--- config.mk ---
export PLATFORM = sky130hd
export DESIGN_NAME = csu_clock_source
export DESIGN_NICKNAME = d
export VERILOG_FILES = /design/src/hw/csu_pkg.sv /design/src/hw/csu_tick_div.sv /design/src/hw/csu_clock_source.sv
export VERILOG_INCLUDE_DIRS = /design/src /design/src/hw
export SDC_FILE = /design/constraint.sdc
export NUM_CORES = 1
export LEC_CHECK = 0
export BUFFER_PORTS_ARGS = -buffer_cell sky130_fd_sc_hd__buf_4
export CAP_MARGIN = 10
export CORE_AREA = 2 2 139 128
export DETAILED_ROUTE_END_ITERATION = 12
export DIE_AREA = 0 0 141 130
export PLACE_DENSITY = 0.8
export RECOVER_POWER = 25
export REMOVE_ABC_BUFFERS = 1
export SLEW_MARGIN = 10
export SYNTH_ARGS = -nofsm -noshare
export SYNTH_HDL_FRONTEND = slang
export SYNTH_SLANG_ARGS = --single-unit
export TNS_END_PERCENT = 10
--- constraint.sdc ---
create_clock -name clock -period 5.2 [get_ports clock]
set_clock_uncertainty 0.2 [all_clocks]
set_input_delay 0.52 -clock clock [delete_from_list [all_inputs] [get_ports clock]]
set_output_delay 0.52 -clock clock [all_outputs]
set_load 0.005 [all_outputs]
--- src/hw/csu_cfg.svh ---
/*
  Offsets, field positions, reset values, encodings and timing counts of
  the clock source unit. Assumes a 100 MHz system clock.
*/
`ifndef CSU_CFG_SVH
`define CSU_CFG_SVH

// Register byte offsets on the 32-bit bus
`define CSU_ADDR_W 4
`define CSU_OFF_CTRL_ONE 4'h0
`define CSU_OFF_CTRL_TWO 4'h4
`define CSU_OFF_OSC_ADJUST 4'h8
`define CSU_OFF_STATUS 4'hC

// Fields of clock_control_one
`define CSU_C1_SRC_HI 7
`define CSU_C1_SRC_LO 6
`define CSU_C1_REFERENCE_DIVIDER_HI 5
`define CSU_C1_REFERENCE_DIVIDER_LO 3
`define CSU_C1_REFERENCE_SELECT 2
`define CSU_C1_INTERNAL_REF_OUT_ENABLE 1
`define CSU_C1_INTERNAL_REF_STOP_ENABLE 0

// Fields of clock_control_two
`define CSU_C2_BUS_DIVIDER_HI 7
`define CSU_C2_BUS_DIVIDER_LO 6
`define CSU_C2_RANGE 5
`define CSU_C2_HGO 4
`define CSU_C2_LP 3
`define CSU_C2_EXTERNAL_REF_REQUEST 2
`define CSU_C2_EXTERNAL_REF_OUT_ENABLE 1
`define CSU_C2_EXTERNAL_REF_STOP_ENABLE 0

// Fields of clock_status_fine_adjust
`define CSU_SC_CLOCK_SOURCE_STATE_HI 3
`define CSU_SC_CLOCK_SOURCE_STATE_LO 2
`define CSU_SC_OSC_READY_FLAG 1
`define CSU_SC_OSC_FINE_ADJUST 0

// Reset values
`define CSU_RST_CTRL_ONE 8'h04
`define CSU_RST_CTRL_TWO 8'h40
`define CSU_RST_OSC_ADJUST 8'h80

// Source codes for the select field and the status field
`define CSU_SRC_LOOP 2'h0
`define CSU_SRC_INT 2'h1
`define CSU_SRC_EXT 2'h2
`define CSU_SRC_NONE 2'h3

// AXI responses
`define CSU_RESP_OKAY 2'h0
`define CSU_RESP_SLVERR 2'h2

// Loop multiplication and timing
`define CSU_LOOP_MULT 17'h00200
`define CSU_OSC_INIT_EDGES 13'h1000
`define CSU_CLK_PERIOD_NS 10
`define CSU_IRC_PERIOD_NS 30517
`define CSU_IRC_BASE_CYC (`CSU_IRC_PERIOD_NS / `CSU_CLK_PERIOD_NS)

`endif

--- src/hw/csu_pkg.sv ---
/*
  Types and shared decode functions of the clock source unit.
  Assumes csu_cfg.svh is on the include path.
*/
`include "csu_cfg.svh"

package csu_pkg;

  typedef logic [`CSU_ADDR_W-1:0] csu_addr_t;
  typedef logic [1:0] csu_src_t;
  typedef logic [2:0] csu_divsel_t;

  typedef enum logic [1:0] {OSC_OFF, OSC_STARTING, OSC_READY} csu_osc_e;

  typedef struct packed {
    logic [6:0] count;
  } csu_div_s;

  typedef struct packed {
    logic [7:0] ctrlOne;
    logic [7:0] ctrlTwo;
    logic [7:0] oscAdjust;
    logic fineAdjust;
    logic awHeld;
    csu_addr_t awAddr;
    logic wHeld;
    logic [7:0] wData;
    logic wStrb0;
    logic bValid;
    logic [1:0] bResp;
    logic rValid;
    logic [7:0] rData;
    logic [1:0] rResp;
    logic extSync1;
    logic extSync2;
    logic extPrev;
    csu_osc_e oscState;
    logic [12:0] oscCount;
    logic [11:0] intCount;
    logic [15:0] refMeasure;
    logic [15:0] refPeriod;
    logic [16:0] loopAcc;
    logic loopOn;
    csu_src_t curSrc;
    logic busClk;
    logic intOut;
    logic extOut;
  } csu_state_s;

  // All-ones mask of a power-of-two divider: 1, 2, 4 ... 128
  function automatic logic [6:0] csu_pow2_mask(input csu_divsel_t sel);
    csu_pow2_mask = 7'(8'h01 << sel) - 7'h01;
  endfunction

  // True for an offset that holds a register
  function automatic logic csu_mapped(input csu_addr_t addr);
    csu_mapped = (addr == `CSU_OFF_CTRL_ONE) || (addr == `CSU_OFF_CTRL_TWO) ||
      (addr == `CSU_OFF_OSC_ADJUST) || (addr == `CSU_OFF_STATUS);
  endfunction

endpackage

--- src/hw/csu_tick_div.sv ---
/*
  Power-of-two divider of a stream of one-cycle clock ticks.
  Assumes ticks and clear come from logic on the same clock.
*/
`include "csu_cfg.svh"

module csu_tick_div (
  input wire logic clock,
  input wire logic rst,
  input wire logic clockEnable,
  input wire logic clear,
  input wire logic tickIn,
  input wire csu_pkg::csu_divsel_t divSel,
  output logic tickOut
);
  import csu_pkg::*;

  csu_div_s s_q;
  csu_div_s s_d;
  logic hit;

  // One tick out for every 2**divSel ticks in; clear restarts a full count
  always_comb begin
    s_d = s_q;
    hit = (s_q.count >= csu_pow2_mask(divSel));
    tickOut = tickIn && !clear && hit;
    if (clear) begin
      s_d.count = 7'h00;
    end else if (tickIn) begin
      s_d.count = hit ? 7'h00 : s_q.count + 7'h01;
    end
  end

  // State register, frozen while the clock enable is low
  always_ff @(posedge clock or posedge rst) begin
    if (rst) begin
      s_q <= '0;
    end else if (clockEnable) begin
      s_q <= s_d;
    end
  end

endmodule // csu_tick_div

--- src/hw/csu_clock_source.sv ---
/*
  Clock source unit: picks the bus clock from a frequency-locked loop,
  the external reference or the internal reference, divides and halves
  it. Registers are reached over AXI4-Lite.
  Assumes the external reference arrives as an asynchronous pin well
  below half the system clock, and the system clock runs at 100 MHz.
*/
// Decided for this implementation: the placing of the registers and register access over AXI4-Lite.
// What this block does
// - Select field 00 routes the loop output, 10 the external reference.
// - Reference divider 111 divides the loop reference by 128.
// - Reference select 0 feeds the loop from the external reference.
// - Internal reference stops in stop mode when its stop enable is 0.
// - Bus divider 01 divides the selected clock by two.
// - Band bit 1 puts the external oscillator in its high range.
// - Gain bit 1 selects high gain, 0 reduced-amplitude low power.
// - Loop power-down 0 keeps the loop running while bypassed.
// - External reference stops in stop mode when its stop enable is 0.
// - Engaged: loop multiplies divided reference by 512, bus divider, halve.
// - Bypassed external: bus clock is reference over bus divider over two.
// - Ready flag sets after crystal start-up; software polls it.
// - Higher adjust value gives a slower internal reference.
// - Request bit 1 asks for the crystal oscillator, 0 an external clock.
// - Power-down 1 in bypass stops the loop unless debug mode is active.
`include "csu_cfg.svh"

module csu_clock_source (
  input wire logic clock,
  input wire logic rst,
  input wire logic clockEnable,
  input wire logic awvalid,
  output logic awready,
  input wire csu_pkg::csu_addr_t awaddr,
  input wire logic wvalid,
  output logic wready,
  input wire logic [31:0] wdata,
  input wire logic [3:0] wstrb,
  output logic bvalid,
  input wire logic bready,
  output logic [1:0] bresp,
  input wire logic arvalid,
  output logic arready,
  input wire csu_pkg::csu_addr_t araddr,
  output logic rvalid,
  input wire logic rready,
  output logic [31:0] rdata,
  output logic [1:0] rresp,
  input wire logic extRefPin,
  input wire logic stopMode,
  input wire logic bdmActive,
  output logic busClock,
  output logic loopEnable,
  output logic oscEnable,
  output logic oscRangeHigh,
  output logic oscHighGain,
  output logic oscCrystalReq,
  output logic internalRefClockOut,
  output logic externalRefClockOut
);
  import csu_pkg::*;

  csu_state_s s_q;
  csu_state_s s_d;

  csu_src_t reqSrc;
  csu_divsel_t refDivSel;
  csu_divsel_t busDivSel;
  logic extEdge;
  logic extTick;
  logic oscReady;
  logic oscWanted;
  logic intRun;
  logic intTick;
  logic refTick;
  logic divRefTick;
  logic loopTick;
  logic loopWanted;
  logic selTick;
  logic busTick;
  logic srcReady;
  logic switchNow;
  logic [16:0] accSum;
  logic [12:0] oscLimit;
  logic [11:0] intReload;
  logic doWrite;
  logic [7:0] readByte;

  // Handshake outputs; a frozen block takes no transfer
  assign awready = clockEnable && !s_q.awHeld && !s_q.bValid;
  assign wready = clockEnable && !s_q.wHeld && !s_q.bValid;
  assign arready = clockEnable && !s_q.rValid;
  assign bvalid = s_q.bValid;
  assign bresp = s_q.bResp;
  assign rvalid = s_q.rValid;
  assign rdata = {24'h000000, s_q.rData};
  assign rresp = s_q.rResp;

  // Pad controls and clocks straight from flops; oscEnable decodes the oscillator state
  assign busClock = s_q.busClk;
  assign loopEnable = s_q.loopOn;
  assign oscEnable = (s_q.oscState != OSC_OFF);
  assign oscRangeHigh = s_q.ctrlTwo[`CSU_C2_RANGE];
  assign oscHighGain = s_q.ctrlTwo[`CSU_C2_HGO];
  assign oscCrystalReq = s_q.ctrlTwo[`CSU_C2_EXTERNAL_REF_REQUEST];
  assign internalRefClockOut = s_q.intOut;
  assign externalRefClockOut = s_q.extOut;

  // Field decode of the control registers
  assign reqSrc = s_q.ctrlOne[`CSU_C1_SRC_HI:`CSU_C1_SRC_LO];
  assign refDivSel = s_q.ctrlOne[`CSU_C1_REFERENCE_DIVIDER_HI:`CSU_C1_REFERENCE_DIVIDER_LO];
  assign busDivSel = {1'b0, s_q.ctrlTwo[`CSU_C2_BUS_DIVIDER_HI:`CSU_C2_BUS_DIVIDER_LO]};

  // Rising edge of the synchronised pin; the first stage is not looked at
  assign extEdge = s_q.extSync2 && !s_q.extPrev;
  assign oscReady = (s_q.oscState == OSC_READY);
  assign extTick = extEdge && oscReady;

  // Oscillator runs while anything uses it, and in stop only if allowed
  assign oscWanted = (s_q.ctrlTwo[`CSU_C2_EXTERNAL_REF_REQUEST] ||
    s_q.ctrlTwo[`CSU_C2_EXTERNAL_REF_OUT_ENABLE] || !s_q.ctrlOne[`CSU_C1_REFERENCE_SELECT] ||
    reqSrc == `CSU_SRC_EXT || s_q.curSrc == `CSU_SRC_EXT) &&
    (!stopMode || s_q.ctrlTwo[`CSU_C2_EXTERNAL_REF_STOP_ENABLE]);

  // A crystal needs its start-up edges; a driven clock needs only one
  assign oscLimit = s_q.ctrlTwo[`CSU_C2_EXTERNAL_REF_REQUEST] ?
    `CSU_OSC_INIT_EDGES : 13'h0001;

  // Internal reference runs while used, and in stop only if allowed
  assign intRun = (s_q.ctrlOne[`CSU_C1_INTERNAL_REF_OUT_ENABLE] ||
    s_q.ctrlOne[`CSU_C1_REFERENCE_SELECT] || reqSrc == `CSU_SRC_INT ||
    s_q.curSrc == `CSU_SRC_INT) &&
    (!stopMode || s_q.ctrlOne[`CSU_C1_INTERNAL_REF_STOP_ENABLE]);
  assign intTick = intRun && (s_q.intCount == 12'h000);

  // A larger adjust value lengthens the period, so the reference slows
  assign intReload = 12'(`CSU_IRC_BASE_CYC) + {4'h0, s_q.oscAdjust} +
    {11'h000, s_q.fineAdjust};

  // Loop reference: internal when the select bit is 1, else external
  assign refTick = s_q.ctrlOne[`CSU_C1_REFERENCE_SELECT] ? intTick : extTick;

  // Reference divider, 2**field, so 111 divides by 128
  csu_tick_div refDivider (
    .clock(clock),
    .rst(rst),
    .clockEnable(clockEnable),
    .clear(1'b0),
    .tickIn(refTick),
    .divSel(refDivSel),
    .tickOut(divRefTick)
  );

  // Loop off in stop, and in bypass with power-down set unless debugging
  assign loopWanted = !stopMode && !(s_q.ctrlTwo[`CSU_C2_LP] &&
    reqSrc != `CSU_SRC_LOOP && s_q.curSrc != `CSU_SRC_LOOP &&
    !bdmActive);

  // The loop emits 512 ticks per measured divided-reference period
  assign accSum = s_q.loopAcc + `CSU_LOOP_MULT;
  assign loopTick = s_q.loopOn && (s_q.refPeriod != 16'h0000) &&
    (accSum >= {1'b0, s_q.refPeriod});

  // Tick stream of the source that drives the bus path now
  always_comb begin
    case (s_q.curSrc)
      `CSU_SRC_LOOP: selTick = loopTick;
      `CSU_SRC_INT: selTick = intTick;
      `CSU_SRC_EXT: selTick = extTick;
      default: selTick = 1'b0;
    endcase
  end

  // A switch waits for a low bus phase; one to the external reference also waits for the oscillator to be ready
  assign srcReady = (reqSrc != `CSU_SRC_EXT) || oscReady;
  assign switchNow = (reqSrc != `CSU_SRC_NONE) && (reqSrc != s_q.curSrc) &&
    srcReady && !s_q.busClk;

  // Bus divider restarts on a switch, so the low phase is never cut short
  csu_tick_div busDivider (
    .clock(clock),
    .rst(rst),
    .clockEnable(clockEnable),
    .clear(switchNow),
    .tickIn(selTick && !stopMode),
    .divSel(busDivSel),
    .tickOut(busTick)
  );

  // Write happens once both address and data are held
  assign doWrite = s_q.awHeld && s_q.wHeld && !s_q.bValid;

  // Read data of every register; unused bits read as zero
  always_comb begin
    case (araddr)
      `CSU_OFF_CTRL_ONE: readByte = s_q.ctrlOne;
      `CSU_OFF_CTRL_TWO: readByte = s_q.ctrlTwo;
      `CSU_OFF_OSC_ADJUST: readByte = s_q.oscAdjust;
      `CSU_OFF_STATUS: readByte = {4'h0, s_q.curSrc, oscReady,
        s_q.fineAdjust};
      default: readByte = 8'h00;
    endcase
  end

  // Next state of the whole block
  always_comb begin
    s_d = s_q;

    // Write address and data channels, taken in either order
    if (awvalid && awready) begin
      s_d.awHeld = 1'b1;
      s_d.awAddr = awaddr;
    end
    if (wvalid && wready) begin
      s_d.wHeld = 1'b1;
      s_d.wData = wdata[7:0];
      s_d.wStrb0 = wstrb[0];
    end

    // Register write; only the low byte lane carries register bits
    if (doWrite) begin
      s_d.awHeld = 1'b0;
      s_d.wHeld = 1'b0;
      s_d.bValid = 1'b1;
      s_d.bResp = csu_mapped(s_q.awAddr) ? `CSU_RESP_OKAY : `CSU_RESP_SLVERR;
      if (s_q.wStrb0) begin
        case (s_q.awAddr)
          `CSU_OFF_CTRL_ONE: s_d.ctrlOne = s_q.wData;
          `CSU_OFF_CTRL_TWO: s_d.ctrlTwo = s_q.wData;
          `CSU_OFF_OSC_ADJUST: s_d.oscAdjust = s_q.wData;
          `CSU_OFF_STATUS: s_d.fineAdjust = s_q.wData[`CSU_SC_OSC_FINE_ADJUST];
          default: s_d.bResp = `CSU_RESP_SLVERR;
        endcase
      end
    end
    if (s_q.bValid && bready) begin
      s_d.bValid = 1'b0;
    end

    // Read channel: data is captured at the edge that takes the address
    if (arvalid && arready) begin
      s_d.rValid = 1'b1;
      s_d.rData = readByte;
      s_d.rResp = csu_mapped(araddr) ? `CSU_RESP_OKAY : `CSU_RESP_SLVERR;
    end else if (s_q.rValid && rready) begin
      s_d.rValid = 1'b0;
    end

    // Two-flop synchroniser and edge history of the reference pin
    s_d.extSync1 = extRefPin;
    s_d.extSync2 = s_q.extSync1;
    s_d.extPrev = s_q.extSync2;

    // Oscillator start-up: count reference edges until ready
    if (!oscWanted) begin
      s_d.oscState = OSC_OFF;
      s_d.oscCount = 13'h0000;
    end else begin
      case (s_q.oscState)
        OSC_OFF: begin
          s_d.oscState = OSC_STARTING;
          s_d.oscCount = 13'h0000;
        end
        OSC_STARTING: begin
          if (extEdge) begin
            s_d.oscCount = s_q.oscCount + 13'h0001;
            if (s_q.oscCount + 13'h0001 >= oscLimit) begin
              s_d.oscState = OSC_READY;
            end
          end
        end
        OSC_READY: s_d.oscState = OSC_READY;
        default: s_d.oscState = OSC_OFF;
      endcase
    end

    // Internal reference period counter
    if (!intRun) begin
      s_d.intCount = intReload;
    end else if (intTick) begin
      s_d.intCount = intReload - 12'h001;
    end else begin
      s_d.intCount = s_q.intCount - 12'h001;
    end

    // Measure the divided reference in system cycles; no ticks, no lock
    if (divRefTick) begin
      s_d.refPeriod = s_q.refMeasure + 16'h0001;
      s_d.refMeasure = 16'h0000;
    end else if (s_q.refMeasure == 16'hFFFF) begin
      s_d.refPeriod = 16'h0000;
    end else begin
      s_d.refMeasure = s_q.refMeasure + 16'h0001;
    end

    // Loop phase accumulator; a disabled loop restarts from zero
    s_d.loopOn = loopWanted;
    if (!s_q.loopOn) begin
      s_d.loopAcc = 17'h00000;
    end else if (loopTick) begin
      s_d.loopAcc = (accSum >= {s_q.refPeriod, 1'b0}) ?
        17'h00000 : accSum - {1'b0, s_q.refPeriod};
    end else begin
      s_d.loopAcc = accSum;
    end

    // Source switch and bus clock halving stage
    if (switchNow) begin
      s_d.curSrc = reqSrc;
    end else if (busTick) begin
      s_d.busClk = !s_q.busClk;
    end

    // Reference clock outputs follow their enables and stop settings
    if (intTick && s_q.ctrlOne[`CSU_C1_INTERNAL_REF_OUT_ENABLE]) begin
      s_d.intOut = !s_q.intOut;
    end
    if (extTick && s_q.ctrlTwo[`CSU_C2_EXTERNAL_REF_OUT_ENABLE]) begin
      s_d.extOut = !s_q.extOut;
    end
  end

  // State register; reset values are constants, the enable freezes all
  always_ff @(posedge clock or posedge rst) begin
    if (rst) begin
      s_q <= '0;
      s_q.ctrlOne <= `CSU_RST_CTRL_ONE;
      s_q.ctrlTwo <= `CSU_RST_CTRL_TWO;
      s_q.oscAdjust <= `CSU_RST_OSC_ADJUST;
      s_q.oscState <= OSC_OFF;
      s_q.curSrc <= `CSU_SRC_LOOP;
      s_q.loopOn <= 1'b1;
    end else if (clockEnable) begin
      s_q <= s_d;
    end
  end

endmodule // csu_clock_source

Yosys cells after proc, flatten, opt, wreduce, memory -nomap -nowiden
Index checks and enable logic that the tools add are counted.

$add $sub $neg: 12. Order comparisons: 5. Shifts and indexed selects: 2. Equality and inequality tests: 20. Mux-type cells: 33. Bitwise gates (word level): 1. Reductions and logical operators: 99.

Operators by type and width (number): $mux W17 (3); $logic_and A1 B1 Y1 (32); $mux W16 (2); $mux W32 (1); $pmux W8 S4 (1); $mux W15 (2); $reduce_and A2 Y1 (15); $mux W7 (4); $pmux W13 S2 (1); $mux W12 (2); $sub A12 B1 Y12 const B (2); $reduce_bool A2 Y1 (9); $add A17 B10 Y17 const B (1); $ge A17 B16 Y1 (1); $ge A17 B17 Y1 (1); $sub A17 B16 Y17 (1); $add A16 B1 Y16 const B (1); $eq A16 B16 Y1 const B (1); $eq A4 B4 Y1 const B (4); $logic_or A1 B1 Y1 (16); $reduce_and A4 Y1 (4); $reduce_bool A16 Y1 (1); $add A7 B1 Y7 const B (2); $ge A7 B7 Y1 (2); 29 further kinds (63).

Flip-flop bits (word level): 153. Bits of input ports: 55. Logic and storage cells: 202.

Longest topological paths before layout
Depth in word-level cells: 10. Depth in mapped cells: 16. Depth with buffers taken out: 14.

By module
From an unflattened synthesis, not the netlist that was laid out.

Cells, all modules: 1100. Area, all modules: 10045.9 um^2.

Modules (own cells, without submodules): csu_clock_source (cells each 944, area an instance 8819.7 um^2, times used 1); csu_tick_div (cells each 78, area an instance 613.1 um^2, times used 2).

Worst setup path after synthesis
Ideal clock, no wire load.

Path kind: register to register. Start: register s_q, in the netlist refDivSel[0]. End: register s_q[44] in the netlist's numbering. Path buffers: 2. Clock period less this slack: 3.603 ns. Data arrival time: 3.321 ns. Setup slack: 1.597 ns. Stages on the path, launching flop included: 14. Setup time: 0.082 ns. Cells stage by stage: dfrtp_1 clkbuf_1 or3_1 ha_1 clkbuf_1 xor2_1 nor2_1 a21oi_1 ha_1 a211o_1 a211oi_1 nor3_2 or4_1 a31oi_1.

Cells in the longest elaborated chain, start to end: 6. Elaborated cells between the ends (all ways): 7.

Ends and longest elaborated chain: start: declaration (RTL line csu_clock_source.sv:62) `csu_state_s s_q;`; $shl A1 B3 Y7 * (RTL line csu_pkg.sv:52) `csu_pow2_mask = 7'(8'h01 << sel) - 7'h01;`; $sub A7 B1 Y7 * (RTL line csu_pkg.sv:52); $ge A7 B7 Y1 * (RTL line csu_tick_div.sv:25) `hit = (s_q.count >= csu_pow2_mask(divSel));`; $logic_and A1 B1 Y1 * (RTL line csu_tick_div.sv:26) `tickOut = tickIn && !clear && hit;`; $ne A2 B2 Y1 (no source line); $reduce_and A2 Y1 (no source line).

Mark *: on every way between the ends. The rest lies on a longest branch, timed or not. A chain may end at the register's enable or synchronous reset.

Worst setup path in the final report
Start: input clockEnable. End: output arready.

Cells in the longest elaborated chain, start to end: 1.

Ends and longest elaborated chain: start: declaration (RTL line csu_clock_source.sv:30) `input wire logic clockEnable,`; $logic_and A1 B1 Y1 (RTL line csu_clock_source.sv:91) `assign arready = clockEnable && !s_q.rValid;`; end: declaration (RTL line csu_clock_source.sv:42) `output logic arready,`.

No other way between the ends.

==> impl_metrics.env <==
export IMPL_drt_antenna_violating_nets=0
export IMPL_grt_first_pass_wirelength_um=37070
export IMPL_synthesis_instances=1036
export IMPL_req_time_crit_path_ps=4480
export IMPL_worst_setup_hold_path_clk_slew_ps=70
export IMPL_critPathKind="primary input to output port"
export IMPL_drv_cap=2
export IMPL_num_clock_sinks=151
export IMPL_route_final_wire_length_um=22400
export IMPL_cts_buffers=17
export IMPL_cp_cell_sequence="clkbuf_1 -> inv_1 -> clkbuf_1 -> nor2_1 -> buf_4"
export IMPL_die_area_sq_um=18330
export IMPL_floorplan_die_width_um=141
export IMPL_switching_share_pct=36.54
export IMPL_detail_route_wl_per_cell_um=17.27
export IMPL_cts_hold_buffers=1
export IMPL_drive_above_1_share_pct=15.82
export IMPL_grt_max_degree=55
export IMPL_port_buffer_count=50
export IMPL_ys_seq_elements=151
export IMPL_finalMaxSlewViolations=92
export IMPL_worstSkewPairLatency_ps=430
export IMPL_violated_checks="capacitance limit, slew limit"
export IMPL_initial_core_util_pct=58.15
export IMPL_sequentialPowerShare_pct=39.3
export IMPL_crit_path_end_kind="output port"
export IMPL_worst_path_max_delay_cell="clkbuf_1"
export IMPL_grt_total_usage_pct=25.12
export IMPL_syn_area_sq_um=9941
export IMPL_pwr_share_clk_pct=29.0
export IMPL_timing_worst_slew_pin_value_ps=2241
export IMPL_grt_antenna_before_repair=1
export IMPL_timing_final_crit_share_pct=79.13
export IMPL_synthMuxAreaShare_pct=7.313
export IMPL_buffer_and_inverter_count_on_the_worst_path=4
export IMPL_power_ir_vdd_worst_uv=265.6
export IMPL_gp_congestion=0.8943
export IMPL_grt_setup_unrepaired="no"
export IMPL_outcome="finished, violations left"
export IMPL_path_max_fanout=42
export IMPL_max_freq_ghz=0.2430
export IMPL_drc=0
export IMPL_leakage_uw=0.005091
export IMPL_dr_total_vias=8038
export IMPL_synth_top_family_by_area="compound AO/OA/AOI/OAI gates"
export IMPL_total_negative_slack_for_setup_checks_ps=0
export IMPL_first_global_vias=7476
export IMPL_power_frac_comb_pct=31.6
export IMPL_finalSetupViolCount=0
export IMPL_ys_types=89
export IMPL_synth_seq_area_share_pct=38.06
export IMPL_synthesis_warning_total=0
export IMPL_yosys_area_top_type_share_pct=37.00
export IMPL_synth_xor_xnor_area_share_pct=3.877
export IMPL_timing_critical_path_from_type="primary input"
export IMPL_timing_hold_violations_final=0
export IMPL_detailed_place_hpwl_um=16040
export IMPL_pre_cts_ws_ps=1288
export IMPL_dr_pass1_iters=5
export IMPL_synth_fa_ha_area_share_pct=7.502
export IMPL_hp_start="wdata[1]"
export IMPL_worst_slew_margin_rel_pct=-49.42
export IMPL_nNetsFinal=1182
export IMPL_r2r_start="refDivSel[0]"
export IMPL_final_critical_path_setup_slack_ps=1085
export IMPL_synth_compound_area_share_pct=20.03
export IMPL_num_antenna_cells=0
export IMPL_ys_dominant_reg_cell="dfrtp_1"
export IMPL_setup_worst_path_start="clockEnable"
export IMPL_timing_critical_path_mode_cell="clkbuf_1"
export IMPL_timing_critical_path_arrival_ps=3390
export IMPL_cts_path_max_buffers=2
export IMPL_detail_route_iter0_violations=684
export IMPL_synth_area_leader_cell="dfrtp_1"
export IMPL_grt_total_ovfl=0
export IMPL_clockRootBuffer="clkbuf_16"
export IMPL_final_worst_hold_slack_ps=119.3
export IMPL_max_stage_delay_ps=1560
export IMPL_power_net_switching_uw=1619
export IMPL_viasPerCell=6.197
export IMPL_holdCritPathClass="primary input to register"
export IMPL_async_flop_share_pct=100.0
export IMPL_yosys_top_cells_area="dfrtp_1 (37%), ha_1 (7.3%), mux2_2 (4.6%), a21oi_1 (2.9%), nand2_1 (2.8%)"
export IMPL_power_density_nw_per_um2=406.8
export IMPL_cts_tree="built"
export IMPL_area_growth_syn_to_layout_pct=9.603
export IMPL_syn_area_per_cell_sq_um=9.595
export IMPL_count_of_instances_resized_after_the_clock_tree_is_built=0
export IMPL_synth_edf_count=0
export IMPL_floorplan_rows=46
export IMPL_period_needed_ps=4115
export IMPL_placeableCoreArea_sq_um=17090
export IMPL_cellInternalPower_uw=2813
export IMPL_pin_count=104
export IMPL_floorplan_die_height_um=130
export IMPL_ctsHtreeMaxLevel=4
export IMPL_path_delay_family="buffers and inverters"
export IMPL_setup_fix_bufs_post_cts=0
export IMPL_synth_simple_gate_area_share_pct=16.63
-- per-stage QoR --
stage / total power (uW) / cell area (sq um) / instances / util, %
after floorplan: 2703 / 9585 / 992 / -
after global placement: 3072 / 10290 / 1264 / 60.18
after detailed placement: 3142 / 10290 / 1264 / 60.18
final: 4432 / 10900 / 1297 / 63.74
after CTS: 4436 / 10910 / 1297 / 63.80
after global routing: 4689 / 10900 / 1297 / 63.74
-- worst paths after layout --
| kind | endpoint | slack (ps) | cells past startpoint |
|---|---|---|---|
| worst max-delay path | arready | 1090 | 5 |
| worst min-delay path | s_q[101] | 120 | 2 |
| worst max register to register | s_q[53] | 1180 | 11 |
| worst min register to register | refDivider.s_q[6] | 300 | 1 |
| max in group asynchronous | rdata[2] | 2310 | 4 |
| min in group asynchronous | refDivider.s_q[0] | 1020 | 3 |
-- synth_stat cells, types with 17 or more instances --
master    instances
clkbuf_1         23
mux2_2           41
nor2_1           69
inv_1            54
o21ai_0          51
a22o_1           20
nand2_1          75
a21oi_1          58
dfrtp_1         147
nand3_1          32
a31oi_1          28
ha_1             58
nor3_1           17
xnor2_1          21
xor2_1           23
buf_4            37
-- power by group through the flow --
stage / sequential [uW] / combinational (uW) / clock (uW)
6_report: 1740 / 1400 / 1290
5_1_grt: 1780 / 1560 / 1350
4_1_cts: 1730 / 1400 / 1300
3_5_place_dp: 1750 / 1390 / 0
3_3_place_gp: 1740 / 1330 / 0
2_1_floorplan: 1650 / 1050 / 0
-- layout make-up --
cell class / count / area [sq um]
Timing Repair Buffer: 57 / 422.9
Inverter: 54 / 203.9
Tap cell: 216 / 270.3
Fill cell: 1384 / 6198
Clock inverter: 15 / 183.9
Multi-Input combinational cell: 787 / 5605
Sequential cell: 151 / 3784
Clock buffer: 17 / 425.4
-- cell families (layout without fill, tap and decap cells) --
group	after synthesis	in the layout
simple gates	313	313
compound gates	283	283
flops	151	151
buf+inv	123	143
mux	62	62
fa+ha+maj	59	59
xor+xnor	44	44
other cells	1	26
-- state kept, by name, indices dropped and copies added (netlist names) --
register	count
s_d	2
refDivider.s_q	7
rdata	8
externalRefClockOut	1
busDivider.s_q	7
reqSrc	2
bvalid	1
oscHighGain	1
oscRangeHigh	1
rvalid	1
s_q	109
loopEnable	1
busDivSel	2
rresp	1
internalRefClockOut	1
refDivSel	3
oscCrystalReq	1
bresp	1
busClock	1
-- routing by layer --
layer | share of wire [%] | track usage [%] | up-vias
met5 | 0.054 | 0 | -
met4 | 1.3 | 6.529 | 2
met3 | 5.8 | 5.468 | 27
met2 | 45 | 39.86 | 252
met1 | 47 | 35.45 | 3916
li1 | - | - | 3841
-- placed cells by master (no fill, tap or decap), drive strengths merged, types with 35 or more instances in the layout --
cell type	netlist	routed
nand2	76	76
clkbuf	24	38
nor2	70	70
ha	58	58
mux2	42	42
buf	45	35
inv	54	61
a21oi	58	58
dfrtp	147	147
o21ai	56	56
Note: power is estimated with default switching activity, not from simulation.
